--- src/common/gpsc_pkg.sv ---
package gpsc_pkg;
   // device-wide group states
   typedef enum logic [2:0] {
      DEV_NO_SUPPLY,
      DEV_BACKUP,
      DEV_WAIT_ON,
      DEV_ACTIVE,
      DEV_SLEEP
   } gpsc_dev_state_e;

   // subsystem group states
   typedef enum logic [1:0] {
      GRP_OFF,
      GRP_SLEEP,
      GRP_ACTIVE
   } gpsc_grp_state_e;

   // resource power levels, ordered so that a larger code means more power
   localparam logic [1:0] RES_OFF = 2'h0;
   localparam logic [1:0] RES_LOW = 2'h1;
   localparam logic [1:0] RES_FULL = 2'h2;

   // group indices
   localparam int GRP_APP = 0;
   localparam int GRP_CONN = 1;
   localparam int GRP_MODEM = 2;
   localparam int NUM_GRPS = 3;

   // threshold code width and the two stored code sets
   localparam int THR_W = 6;
   localparam logic [5:0] OFF_THR_HIGH_SET = 6'h0_6;
   localparam logic [5:0] OFF_THR_LOW_SET = 6'h0_1;
   localparam logic [5:0] ON_THR_HIGH_SET = 6'h1_8;
   localparam logic [5:0] ON_THR_LOW_SET = 6'h0_A;

   // voltage selection codes, 50 mV per step from 0.6 V
   localparam int VSEL_W = 7;
   localparam logic [6:0] VSEL_MEM_1V35 = 7'h0_F;
   localparam logic [6:0] VSEL_MEM_1V2 = 7'h0_C;
   localparam logic [6:0] VSEL_AUX_2V8 = 7'h2_C;
   localparam logic [6:0] VSEL_AUX_1V8 = 7'h1_8;
   localparam logic [6:0] VSEL_RESET = 7'h0_0;

   // default slew step: one code per this many cycles
   localparam logic [7:0] SLEW_STEP_RESET = 8'h0_4;
endpackage

--- src/rtl/gpsc_req_decode.sv ---
// turns raw request pins into one active flag per subsystem group
module gpsc_req_decode (
   // raw pins
   input wire logic app_group_request,
   input wire logic conn_group_request_a,
   input wire logic conn_group_request_b,
   input wire logic conn_group_request_c,
   input wire logic modem_group_request,
   // configuration
   input wire logic [2:0] req_mask,
   input wire logic [2:0] req_polarity_low,
   // result
   output logic [2:0] grp_req
);
   logic [2:0] raw;

   // connectivity pins combine before polarity, one shared mask
   always_comb begin
      raw[gpsc_pkg::GRP_APP] = app_group_request;
      raw[gpsc_pkg::GRP_CONN] = conn_group_request_a | conn_group_request_b | conn_group_request_c;
      raw[gpsc_pkg::GRP_MODEM] = modem_group_request;
   end

   // a masked group never requests
   assign grp_req = (raw ^ req_polarity_low) & ~req_mask;
endmodule // gpsc_req_decode

--- src/rtl/gpsc_vramp.sv ---
// ramps a voltage code toward its target, one code per step interval
module gpsc_vramp (
   // clock and reset
   input wire logic clk_sys,
   input wire logic rstn,
   // control
   input wire logic [6:0] target,
   input wire logic [7:0] step_cycles,
   // output
   output logic [6:0] vsel,
   output logic busy
);
   typedef struct packed {
      logic [6:0] v;
      logic [7:0] cnt;
   } gpsc_vr_s;
   gpsc_vr_s q, d;

   // a zero step register would stall, so it is treated as one cycle
   always_comb begin
      d = q;
      if (q.v != target) begin
         if (q.cnt + 8'h0_1 >= step_cycles) begin
            d.cnt = 8'h0_0;
            d.v = (q.v < target) ? q.v + 7'h0_1 : q.v - 7'h0_1;
         end else begin
            d.cnt = q.cnt + 8'h0_1;
         end
      end else begin
         d.cnt = 8'h0_0;
      end
   end

   // registers
   always_ff @(posedge clk_sys) begin
      if (!rstn) begin
         q <= '{v: gpsc_pkg::VSEL_RESET, cnt: 8'h0_0};
      end else begin
         q <= d;
      end
   end

   assign vsel = q.v;
   assign busy = q.v != target;
endmodule // gpsc_vramp

--- src/rtl/gpsc_top.sv ---
module gpsc_top #(
   parameter int NUM_RES = 4
) (
   // clock and reset
   input wire logic clk_sys,
   input wire logic rstn,
   // energy source and comparators
   input wire logic main_source_ok,
   input wire logic backup_source_ok,
   input wire logic battery_above_off,
   input wire logic battery_above_on,
   // triggering events and their enables
   input wire logic power_on_event,
   input wire logic power_on_event_en,
   input wire logic request_event_en,
   // subsystem request pins and configuration
   input wire logic app_group_request,
   input wire logic conn_group_request_a,
   input wire logic conn_group_request_b,
   input wire logic conn_group_request_c,
   input wire logic modem_group_request,
   input wire logic [2:0] req_mask,
   input wire logic [2:0] req_polarity_low,
   // group membership of each resource, bit per group
   input wire logic [NUM_RES*3-1:0] res_group_map,
   // boot straps
   input wire logic battery_chem_strap,
   input wire logic memory_supply_strap,
   input wire logic flash_voltage_strap,
   input wire logic platform_sequence_strap,
   input wire logic variant_sel,
   // voltage scaling port command and ordinary voltage register
   input wire logic scale_cmd_valid,
   input wire logic scale_cmd_sel,
   input wire logic [6:0] scale_cmd_vsel,
   input wire logic [7:0] slew_step,
   input wire logic [6:0] plain_vsel_reg,
   // state outputs
   output gpsc_pkg::gpsc_dev_state_e dev_state,
   output logic [5:0] grp_state,
   output logic [NUM_RES*2-1:0] res_level,
   output logic system_reset_out,
   output logic ctrl_reset_n,
   output logic keepalive_on,
   // startup configuration outputs
   output logic [5:0] battery_switch_off_threshold,
   output logic [5:0] battery_switch_on_threshold,
   output logic [6:0] memory_supply_regulator,
   output logic memory_supply_in_seq,
   output logic [6:0] aux_regulator_one,
   output logic aux_one_enable,
   output logic aux_one_pulldown,
   output logic [6:0] scaled_vsel_a,
   output logic [6:0] scaled_vsel_b,
   output logic [6:0] plain_vsel
);

   ////////////////////////////////////////////////////////////////////////////
   // helpers

   // level that one group state asks of its resources
   function automatic logic [1:0] gpsc_level(input logic [1:0] st);
      case (st)
         gpsc_pkg::GRP_ACTIVE: gpsc_level = gpsc_pkg::RES_FULL;
         gpsc_pkg::GRP_SLEEP: gpsc_level = gpsc_pkg::RES_LOW;
         default: gpsc_level = gpsc_pkg::RES_OFF;
      endcase
   endfunction

   ////////////////////////////////////////////////////////////////////////////
   // state

   typedef struct packed {
      gpsc_pkg::gpsc_dev_state_e dev;
      logic [5:0] grp;
      logic [NUM_RES*2-1:0] res;
      logic sysrst;
      logic ctlrst_n;
      logic keep;
      logic straps_done;
      logic [5:0] off_thr;
      logic [5:0] on_thr;
      logic [6:0] mem_v;
      logic mem_seq;
      logic [6:0] aux_v;
      logic aux_en;
      logic aux_pd;
      logic [6:0] tgt_a;
      logic [6:0] tgt_b;
      logic [6:0] sva;
      logic [6:0] svb;
      logic [6:0] pv;
   } gpsc_top_s;
   gpsc_top_s q, d;

   logic [2:0] grp_req;
   logic [6:0] ramp_a, ramp_b;
   logic [1:0] lvl [NUM_RES];
   logic all_sleep, any_active;

   ////////////////////////////////////////////////////////////////////////////
   // submodules

   gpsc_req_decode u_req (
      .app_group_request(app_group_request),
      .conn_group_request_a(conn_group_request_a),
      .conn_group_request_b(conn_group_request_b),
      .conn_group_request_c(conn_group_request_c),
      .modem_group_request(modem_group_request),
      .req_mask(req_mask),
      .req_polarity_low(req_polarity_low),
      .grp_req(grp_req)
   );

   // two scalable switchers; ramps follow their own targets only
   gpsc_vramp u_ramp_a (
      .clk_sys(clk_sys),
      .rstn(rstn),
      .target(q.tgt_a),
      .step_cycles(slew_step),
      .vsel(ramp_a),
      .busy()
   );
   gpsc_vramp u_ramp_b (
      .clk_sys(clk_sys),
      .rstn(rstn),
      .target(q.tgt_b),
      .step_cycles(slew_step),
      .vsel(ramp_b),
      .busy()
   );

   ////////////////////////////////////////////////////////////////////////////
   // arbitration of shared resources

   // highest level among member groups wins so no active group loses supply
   generate
      for (genvar r = 0; r < NUM_RES; r++) begin : g_res
         always_comb begin
            lvl[r] = gpsc_pkg::RES_OFF;
            for (int g = 0; g < gpsc_pkg::NUM_GRPS; g++) begin
               if (res_group_map[r*3+g] && gpsc_level(q.grp[g*2 +: 2]) > lvl[r]) begin
                  lvl[r] = gpsc_level(q.grp[g*2 +: 2]);
               end
            end
         end
      end
   endgenerate

   // group summaries for the device-wide group
   always_comb begin
      all_sleep = 1'b1;
      any_active = 1'b0;
      for (int g = 0; g < gpsc_pkg::NUM_GRPS; g++) begin
         if (q.grp[g*2 +: 2] != gpsc_pkg::GRP_SLEEP) all_sleep = 1'b0;
         if (q.grp[g*2 +: 2] == gpsc_pkg::GRP_ACTIVE) any_active = 1'b1;
      end
   end

   ////////////////////////////////////////////////////////////////////////////
   // next state

   always_comb begin
      d = q;
      // device-wide state machine
      case (q.dev)
         gpsc_pkg::DEV_NO_SUPPLY: begin
            if (main_source_ok) d.dev = gpsc_pkg::DEV_WAIT_ON;
            else if (backup_source_ok) d.dev = gpsc_pkg::DEV_BACKUP;
         end
         gpsc_pkg::DEV_BACKUP: begin
            if (main_source_ok) d.dev = gpsc_pkg::DEV_WAIT_ON;
            else if (!backup_source_ok) d.dev = gpsc_pkg::DEV_NO_SUPPLY;
         end
         gpsc_pkg::DEV_WAIT_ON: begin
            // switch-on needs an enabled event and the rising threshold
            if (power_on_event && power_on_event_en && battery_above_on) d.dev = gpsc_pkg::DEV_ACTIVE;
         end
         gpsc_pkg::DEV_ACTIVE: begin
            if (all_sleep) d.dev = gpsc_pkg::DEV_SLEEP;
         end
         gpsc_pkg::DEV_SLEEP: begin
            if (!all_sleep) d.dev = gpsc_pkg::DEV_ACTIVE;
         end
         default: d.dev = gpsc_pkg::DEV_NO_SUPPLY;
      endcase
      // loss of sources or a falling battery overrides everything
      if (!main_source_ok) begin
         d.dev = backup_source_ok ? gpsc_pkg::DEV_BACKUP : gpsc_pkg::DEV_NO_SUPPLY;
      end else if (!battery_above_off && (q.dev == gpsc_pkg::DEV_ACTIVE || q.dev == gpsc_pkg::DEV_SLEEP)) begin
         d.dev = gpsc_pkg::DEV_WAIT_ON;
      end

      // subsystem groups follow their requests only while the device runs
      for (int g = 0; g < gpsc_pkg::NUM_GRPS; g++) begin
         if (d.dev == gpsc_pkg::DEV_ACTIVE || d.dev == gpsc_pkg::DEV_SLEEP) begin
            if (q.dev == gpsc_pkg::DEV_WAIT_ON) begin
               d.grp[g*2 +: 2] = gpsc_pkg::GRP_ACTIVE;
            end else if (request_event_en) begin
               d.grp[g*2 +: 2] = grp_req[g] ? gpsc_pkg::GRP_ACTIVE : gpsc_pkg::GRP_SLEEP;
            end
         end else begin
            d.grp[g*2 +: 2] = gpsc_pkg::GRP_OFF;
         end
      end

      // resource levels from arbitration
      for (int r = 0; r < NUM_RES; r++) begin
         d.res[r*2 +: 2] = lvl[r];
      end

      // resets and keep-alive; system reset stays released in sleep so context survives
      d.ctlrst_n = (q.dev != gpsc_pkg::DEV_NO_SUPPLY) && (q.dev != gpsc_pkg::DEV_BACKUP);
      d.sysrst = !(q.dev == gpsc_pkg::DEV_ACTIVE || q.dev == gpsc_pkg::DEV_SLEEP);
      d.keep = q.dev != gpsc_pkg::DEV_NO_SUPPLY;

      // straps caught once at the first valid-source cycle
      if (!q.straps_done && main_source_ok) begin
         d.straps_done = 1'b1;
         d.off_thr = battery_chem_strap ? gpsc_pkg::OFF_THR_LOW_SET : gpsc_pkg::OFF_THR_HIGH_SET;
         d.on_thr = battery_chem_strap ? gpsc_pkg::ON_THR_LOW_SET : gpsc_pkg::ON_THR_HIGH_SET;
         if (variant_sel) begin
            d.mem_seq = memory_supply_strap;
            d.mem_v = gpsc_pkg::VSEL_MEM_1V2;
         end else begin
            d.mem_seq = 1'b1;
            d.mem_v = memory_supply_strap ? gpsc_pkg::VSEL_MEM_1V2 : gpsc_pkg::VSEL_MEM_1V35;
         end
         d.aux_v = flash_voltage_strap ? gpsc_pkg::VSEL_AUX_1V8 : gpsc_pkg::VSEL_AUX_2V8;
         d.aux_en = platform_sequence_strap;
         d.aux_pd = !platform_sequence_strap;
      end

      // scaling commands touch only voltage targets, never group state
      if (scale_cmd_valid && q.dev != gpsc_pkg::DEV_NO_SUPPLY && q.dev != gpsc_pkg::DEV_BACKUP) begin
         if (scale_cmd_sel) d.tgt_b = scale_cmd_vsel;
         else d.tgt_a = scale_cmd_vsel;
      end
      d.sva = ramp_a;
      d.svb = ramp_b;
      d.pv = plain_vsel_reg;
   end

   ////////////////////////////////////////////////////////////////////////////
   // registers

   always_ff @(posedge clk_sys) begin
      if (!rstn) begin
         q <= '0;
         q.dev <= gpsc_pkg::DEV_NO_SUPPLY;
         q.sysrst <= 1'b1;
         q.aux_pd <= 1'b1;
      end else begin
         q <= d;
      end
   end

   // outputs straight from flip-flops
   assign dev_state = q.dev;
   assign grp_state = q.grp;
   assign res_level = q.res;
   assign system_reset_out = q.sysrst;
   assign ctrl_reset_n = q.ctlrst_n;
   assign keepalive_on = q.keep;
   assign battery_switch_off_threshold = q.off_thr;
   assign battery_switch_on_threshold = q.on_thr;
   assign memory_supply_regulator = q.mem_v;
   assign memory_supply_in_seq = q.mem_seq;
   assign aux_regulator_one = q.aux_v;
   assign aux_one_enable = q.aux_en;
   assign aux_one_pulldown = q.aux_pd;
   assign scaled_vsel_a = q.sva;
   assign scaled_vsel_b = q.svb;
   assign plain_vsel = q.pv;

   ////////////////////////////////////////////////////////////////////////////
   // checks

   a_sleep_needs_all: assert property (@(posedge clk_sys) disable iff (!rstn)
      (dev_state == gpsc_pkg::DEV_SLEEP) |-> $past(all_sleep))
      else $error("device sleep entered without all groups asleep");
   a_waiton_groups_off: assert property (@(posedge clk_sys) disable iff (!rstn)
      (q.dev == gpsc_pkg::DEV_WAIT_ON && $past(q.dev) == gpsc_pkg::DEV_WAIT_ON) |-> grp_state == 6'h0_0)
      else $error("subsystem group not off in wait-on");
   a_nosupply_source: assert property (@(posedge clk_sys) disable iff (!rstn)
      ($past(!main_source_ok) && $past(!backup_source_ok)) |-> dev_state == gpsc_pkg::DEV_NO_SUPPLY)
      else $error("no-supply not taken without a source");
   a_backup_keep: assert property (@(posedge clk_sys) disable iff (!rstn)
      (dev_state == gpsc_pkg::DEV_BACKUP) |=> keepalive_on && !ctrl_reset_n)
      else $error("backup state does not keep alive only");
   a_active_reset: assert property (@(posedge clk_sys) disable iff (!rstn)
      (q.dev == gpsc_pkg::DEV_ACTIVE && any_active) |=> !system_reset_out)
      else $error("system reset held while group active");
   a_wake_needs_event: assert property (@(posedge clk_sys) disable iff (!rstn)
      ($past(q.dev) == gpsc_pkg::DEV_WAIT_ON && q.dev == gpsc_pkg::DEV_ACTIVE)
      |-> $past(power_on_event && power_on_event_en))
      else $error("switch-on without an enabled event");
   a_thr_strap: assert property (@(posedge clk_sys) disable iff (!rstn)
      ($rose(q.straps_done) && $past(battery_chem_strap)) |-> battery_switch_off_threshold == gpsc_pkg::OFF_THR_LOW_SET)
      else $error("battery strap did not pick low thresholds");
   a_aux_strap: assert property (@(posedge clk_sys) disable iff (!rstn)
      $rose(q.straps_done) |-> aux_one_enable == $past(platform_sequence_strap) && aux_one_pulldown != aux_one_enable)
      else $error("aux regulator enable does not follow strap");
   a_scale_no_state: assert property (@(posedge clk_sys) disable iff (!rstn)
      (scale_cmd_valid && $stable(grp_req) && q.dev == gpsc_pkg::DEV_ACTIVE && main_source_ok && battery_above_off
       && !all_sleep && $past(q.dev) == gpsc_pkg::DEV_ACTIVE) |=> $stable(q.dev))
      else $error("scaling command changed device state");
   a_mask_blocks_req: assert property (@(posedge clk_sys) disable iff (!rstn)
      (q.dev == gpsc_pkg::DEV_ACTIVE && main_source_ok && battery_above_off && request_event_en && req_mask[0])
      |=> grp_state[1:0] == gpsc_pkg::GRP_SLEEP) else $error("masked app request still took effect");
   a_keep_nosupply: assert property (@(posedge clk_sys) disable iff (!rstn)
      (dev_state == gpsc_pkg::DEV_NO_SUPPLY && $past(dev_state) == gpsc_pkg::DEV_NO_SUPPLY) |-> !keepalive_on)
      else $error("keep-alive powered with no source");
   a_sleep_keeps_ctx: assert property (@(posedge clk_sys) disable iff (!rstn)
      (q.dev == gpsc_pkg::DEV_SLEEP) |=> !system_reset_out)
      else $error("system reset asserted during sleep");
endmodule // gpsc_top

--- config.mk ---
export PLATFORM = sky130hd
export DESIGN_NAME = gpsc_top
export DESIGN_NICKNAME = d
export VERILOG_FILES = /design/src/common/gpsc_pkg.sv /design/src/rtl/gpsc_req_decode.sv /design/src/rtl/gpsc_vramp.sv /design/src/rtl/gpsc_top.sv
export SDC_FILE = /design/constraint.sdc
export NUM_CORES = 1
export LEC_CHECK = 0
export ABC_AREA = 1
export BUFFER_PORTS_ARGS = -buffer_cell sky130_fd_sc_hd__buf_4
export CAP_MARGIN = 20
export CORE_MARGIN = 2
export CORE_UTILIZATION = 50
export DETAILED_ROUTE_END_ITERATION = 10
export PLACE_DENSITY = 0.75
export SYNTH_ARGS = -nofsm -noshare
export SYNTH_HDL_FRONTEND = slang
export SYNTH_SLANG_ARGS = --single-unit
--- constraint.sdc ---
create_clock -name clk_sys -period 3 [get_ports clk_sys]
set_input_delay 0.15 -clock clk_sys [delete_from_list [all_inputs] [get_ports clk_sys]]
set_output_delay 0.15 -clock clk_sys [all_outputs]
set_load 0.05 [all_outputs]
# Word-level counts from Yosys, hierarchy flattened
# Cells that the tools add are included.
dict set report word_totals {
  ff_bits 115
  in_bits 61
  word_cells 149
}
dict set report op_classes {
  addsub 6
  n_lt_le_gt_ge 13
  n_eq_ne 18
  mux 41
  bitwise 10
  n_reduce_logical 37
}
# op count
set op_table {}
lappend op_table {{2-bit two-way mux} 22}
lappend op_table {{3-bit two-way mux} 7}
lappend op_table {{1-bit logical AND} 19}
lappend op_table {{8-bit by 1-bit adder with 8-bit output (second input constant)} 2}
lappend op_table {{8-bit greater-or-equal comparator} 2}
lappend op_table {{2-bit greater-than comparator} 8}
lappend op_table {{7-bit by 1-bit adder with 7-bit output (second input constant)} 2}
lappend op_table {{7-bit less-than comparator} 2}
lappend op_table {{7-bit two-way mux} 2}
lappend op_table {{7-bit != test} 2}
lappend op_table {{7-bit by 1-bit subtractor with 7-bit output (second input constant)} 2}
lappend op_table {{2-bit one-hot mux with 2 select lines} 3}
lappend op_table {{3-bit one-hot mux with 4 select lines} 1}
lappend op_table {{2-bit AND reduction} 5}
lappend op_table {{3-bit by 2-bit == test with 1-bit output (second input constant)} 3}
lappend op_table {{3-bit OR reduction} 3}
lappend op_table {{2-bit by 1-bit == test with 1-bit output (second input constant)} 3}
lappend op_table {{2-bit == test (second input constant)} 3}
lappend op_table {{3-bit == test (second input constant)} 2}
lappend op_table {{6-bit two-way mux} 1}
lappend op_table {{2-bit by 1-bit != test with 1-bit output (second input constant)} 3}
lappend op_table {{5-bit two-way mux} 1}
lappend op_table {{1-bit inverter} 5}
lappend op_table {{1-bit logical NOT} 4}
lappend op_table {{13 further kinds} 18}

# Depth between registers and ports, before layout
dict set report depth {
  depth_word 12
  depth_mapped 18
  mapped_depth_nobuf 18
}

# Cells and area by module
# Synthesis repeated with hierarchy kept, for this count alone.
dict set report hier_totals {
  cells_unflattened 801
  area_unflattened_um2 6015.8
}
# mod instances cells_each area_each_um2
set by_module_without_submodules {}
lappend by_module_without_submodules {gpsc_top 1 429 3328.2}
lappend by_module_without_submodules {{gpsc_vramp (u_ramp_a)} 1 182 1317.5}
lappend by_module_without_submodules {{gpsc_vramp (u_ramp_b)} 1 178 1310.0}
lappend by_module_without_submodules {gpsc_req_decode 1 12 60.1}

# Worst setup path before layout
# OpenSTA, ideal clock, no wires.
dict set report synth_timing {
  path_kind {reg-to-reg}
  from {register q, in the netlist grp_state[0]}
  to {register q, in the netlist res_level[0]}
  setup_time_ns 0.116
  t_arrival_ns 2.330
  setup_slack_ns 0.553
  path_stages_with_launch 16
  synth_period_minus_slack_ns 2.447
  cell_sequence {dfxtp_1 > inv_1 > ha_1 > inv_1 > nand3_1 > ha_1 > a21boi_0 > o21ai_1 > o21ai_0 > ha_1 > nand2_1 > nand2_1 > nor2_1 > nand2_1 > o211ai_1 > inv_1}
}
dict set report synth_via {
  elab_chain_cells 11
  word_cells_on_any_way 12
  classes_between {order compare (3); eq/ne (2); mux (4); reduce/logical (3)}
}
# element line_no
set synth_rtl {}
lappend synth_rtl {{start: declaration} gpsc_top.sv:94} ;# gpsc_top_s q, d;
lappend synth_rtl {{2-bit by 1-bit == test with 1-bit output / 2-bit == test (equally long branches)} gpsc_top.sv:63} ;# case (st)
lappend synth_rtl {{2-bit one-hot mux with 2 select lines *} gpsc_top.sv:63}
lappend synth_rtl {{2-bit by 1-bit greater-than comparator with 1-bit output} gpsc_top.sv:142} ;# if (res_group_map[r*3+g] && gpsc_level(q.grp[g*2 +: 2]) > lvl[r]) begin
lappend synth_rtl {{1-bit logical AND} gpsc_top.sv:142}
lappend synth_rtl {{2-bit two-way mux *} gpsc_top.sv:142}
lappend synth_rtl {{2-bit greater-than comparator} gpsc_top.sv:142}
lappend synth_rtl {{1-bit logical AND} gpsc_top.sv:142}
lappend synth_rtl {{2-bit two-way mux *} gpsc_top.sv:142}
lappend synth_rtl {{2-bit greater-than comparator} gpsc_top.sv:142}
lappend synth_rtl {{1-bit logical AND} gpsc_top.sv:142}
lappend synth_rtl {{2-bit two-way mux *} gpsc_top.sv:142}
# Every way passes the cells marked *; elsewhere a longest branch is shown, timed or not.
# A chain may end at the register's enable or synchronous reset.

# Worst setup path after layout
dict set report layout_timing {
  from {register q, in the netlist grp_state[0]}
  to {register q, in the netlist res_level[7]}
}
# The elaborated chain is that of the path after synthesis.

==> impl_metrics.json <==
{
  "top_level_ports": 131,
  "vias_per_cell": 4.89,
  "critPathLaunchType": "flop",
  "relSlewSlack_pct": 54.5,
  "min_path_cells": 3,
  "final_cell_mix": "nand2_1, buf_4, inv_1",
  "ys_ff_latch": 94,
  "grt_pass1_vias": 4517,
  "globalRouteTotalUtil_pct": 19.6,
  "reg2reg_setup_slack_ps": 260,
  "die_width_um": 110,
  "drc": 0,
  "synth_top_area_share_pct": 33.6,
  "slew_viol_final": 0,
  "regArea_um2": 1880,
  "final_nets": 948,
  "power_mw": 2.71,
  "antenna_found_initial": 0,
  "cts_tree": "built",
  "fin_crit_ps": 2740,
  "clock_latency_ps": 360,
  "cts-root-buf": "clkbuf_8",
  "vias": 4745,
  "antenna_left": 0,
  "crit_buf_inv": 3,
  "fin_crit_sh_pct": 91.2,
  "start_util_pct": 51.4,
  "die_area_um2": 12100,
  "leakagePower_nw": 3.53,
  "post-route-cell-area_um2": 6500,
  "postSynthAreaPerCell_um2": 7.48,
  "dpl.hpwl_um": 8680,
  "crit_top_cell": "nand2_1",
  "ys_top_cells_by_area": "dfxtp_1, ha_1, nand2_1, buf_4, inv_1",
  "grt_pass1_wl_um": 18800,
  "synth_compound_area_share_pct": 11.8,
  "layout_commonest_cell": "nand2_1",
  "syn_inst": 748,
  "gp_congestion": 0.941,
  "worstPathRequired_ps": 3310,
  "yosysSeqAreaShare_pct": 33.6,
  "multi_input_area_um2": 2800,
  "synth_top_family_by_area": "simple AND/OR/NAND/NOR gates",
  "synth-simple-area-share_pct": 19.7,
  "powerDensity_nw_per_um2": 416,
  "cp_slowest_cell": "dfxtp_1",
  "top_register": "q",
  "cts_max_path_buffers": 2,
  "synthToLayoutAreaGrowth_pct": 16.3,
  "path_cells": "inv_1 > ha_1 > inv_1 > nand3_1 > ha_1 > a21boi_0 > o21ai_1 > o21ai_1 > ha_1 > nand2_1 > nand2_1 > nor2_2 > nand2_1 > o21ai_1 > nand2_1 > inv_1",
  "ys_warn_count": 0,
  "drt-met1-wl_um": 4870,
  "maxCapViolCount": 0,
  "drt_iter0_drc": 165,
  "dr_wl_met3_um": 584,
  "drtPass1Iterations": 4,
  "min_to": "memory_supply_in_seq",
  "cp_slowest_stage_delay_ps": 370,
  "final_layout_size_suffix_gt1_share_pct": 19.5,
  "arrival_ps": 3050,
  "synth_cell_types": 41,
  "hp-start": "memory_supply_strap",
  "hold_path_class": "in2reg",
  "vdd_ir_drop_max_uv": 273,
  "wl_um": 11500,
  "core_um2": 10900,
  "fin_skew_ps": 12.2,
  "synthAdderAreaFrac_pct": 14.1,
  "top_layer": "met4",
  "met2_length_um": 5760,
  "crit_fanout": 4,
  "placedInstanceArea_um2": 6190,
  "rows": 38,
  "numCtsBuffers": 9,
  "yosysTopAreaCell": "dfxtp_1",
  "numPortBuffers": 118,
  "netlist_area_um2": 5600,
  "largest_reg_flops": 14,
  "numClockSinks": 94,
  "postLayoutCoreUtil_pct": 59.7,
  "grt_max_degree": 64,
  "reg2reg_depth": 16,
  "tightest_slew_ps": 680,
  "synthMuxAreaShare_pct": 0.179,
  "wl_per_cell_um": 11.8,
  "synthXorXnorAreaFrac_pct": 3.11,
  "diodes": 0,
  "status": "finished clean",
  "r2r-end": "res_level[7]",
  "fmax_mhz": 366,
  "grt-ovfl-total": 0,
  "cts-htree-levels": 3,
  "setup_tns_ps": 0,
  "crit_type": "reg2reg",
  "fill_cells": 985,
  "r2r-start": "grp_state[0]",
  "cpLargestDelayFamily": "adder cells",
  "die-height_um": 110,
  "hold_violations": 0,
  "postCtsSetupBuffers": 0,
  "cts.clk_slew.worst_paths_ps": 100,
  "worstSetupEndpointType": "flop",
  "setup_viol": 0
}
[cell families (layout without fill, tap and decap cells)]
group / Yosys count / after routing
and+or+nand+nor: 257 / 257
muxes: 1 / 1
xor gates and xnor gates: 19 / 19
other: 1 / 12
DFF: 94 / 94
adders and majority gates: 62 / 62
buffers and inverters: 195 / 266
AOI/OAI and AO/OA: 119 / 119
[how the worst max path moves through the flow]
stage / start / endpoint / depth (start not counted)
2_1_floorplan: grp_state[0] / res_level[0] / 15
3_5_place_dp: grp_state[0] / res_level[7] / 16
5_1_grt: grp_state[0] / res_level[3] / 18
3_3_place_gp: grp_state[0] / res_level[1] / 16
6_report: grp_state[0] / res_level[7] / 16
4_1_cts: grp_state[0] / res_level[0] / 15
[cells in the mapped netlist]
master    number
a21o_1         5
a21oi_2        1
buf_2          3
nand3_1       21
o211ai_1       4
fa_1           2
nand3_2        1
xnor2_1        3
nand3b_4       2
a21oi_1       45
o211a_1        1
a21boi_0       4
a31oi_1        6
o22ai_1        1
mux2i_1        1
nor2b_1        1
buf_4         64
xor2_1        15
o21ai_0       25
nor3b_1        2
xnor2_2        1
o21a_1         1
nand4_1        8
inv_1        109
buf_1          4
conb_1         1
o21ai_1       25
nand2_1      135
nor3_1         3
nand3b_1       2
nand2_2        4
nor2_1        75
o21ai_4        1
nor2_4         1
clkinv_1       1
clkbuf_1       4
ha_1          60
dfxtp_1       94
and3_1         1
inv_2         10
nor3b_2        1
[metrics by stage]
step / hold slack (ps) / cells / setup slack (ps)
after floorplan: 240 / 759 / 553
after global placement: 331 / 944 / 413
after detailed placement: 337 / 944 / 254
after CTS: 25.6 / 970 / 175
after global routing: 46.7 / 970 / -1.94
final: 39.2 / 970 / 265
[layout make-up]
cell class                      instances  area share, %
Timing Repair Buffer                  130           15.4
Sequential cell                        94           28.9
Tap cell                              140           2.69
Clock buffer                           12           2.23
Multi-Input combinational cell        470           43.0
Inverter                              120           6.92
Clock inverter                          4          0.846
[report_power, final]
group | switching (mW) | internal, mW | leakage, nW | total, mW
sequential | 0.0214 | 1.28 | 0.763 | 1.30
combinational | 0.351 | 0.196 | 2.67 | 0.548
clock | 0.444 | 0.414 | 0.0972 | 0.858
total | 0.817 | 1.89 | 3.53 | 2.71
[repair_timing]
item	in CTS	in global routing
hold buffers	10	0
resized for setup	0	12
hold endpoints to repair	10	0
endpoints found under the setup margin	0	8
[worst register-to-register path: cells and delay by family (launching register included)]
family	cells	cell delay, ps
AO/OA/AOI/OAI	4	650
adder cells (fa/ha/maj)	3	870
buffers and inverters	3	240
flip-flops	1	370
AND/OR/NAND/NOR	6	570
[metal layers]
layer  vias up  global-route usage (%)
met2       128                    36.4
met4         0                    8.59
met5         -                       0
li1       2452                       -
met1      2139                    21.6
met3        26                    3.26
(Power assumes the default switching activity.)
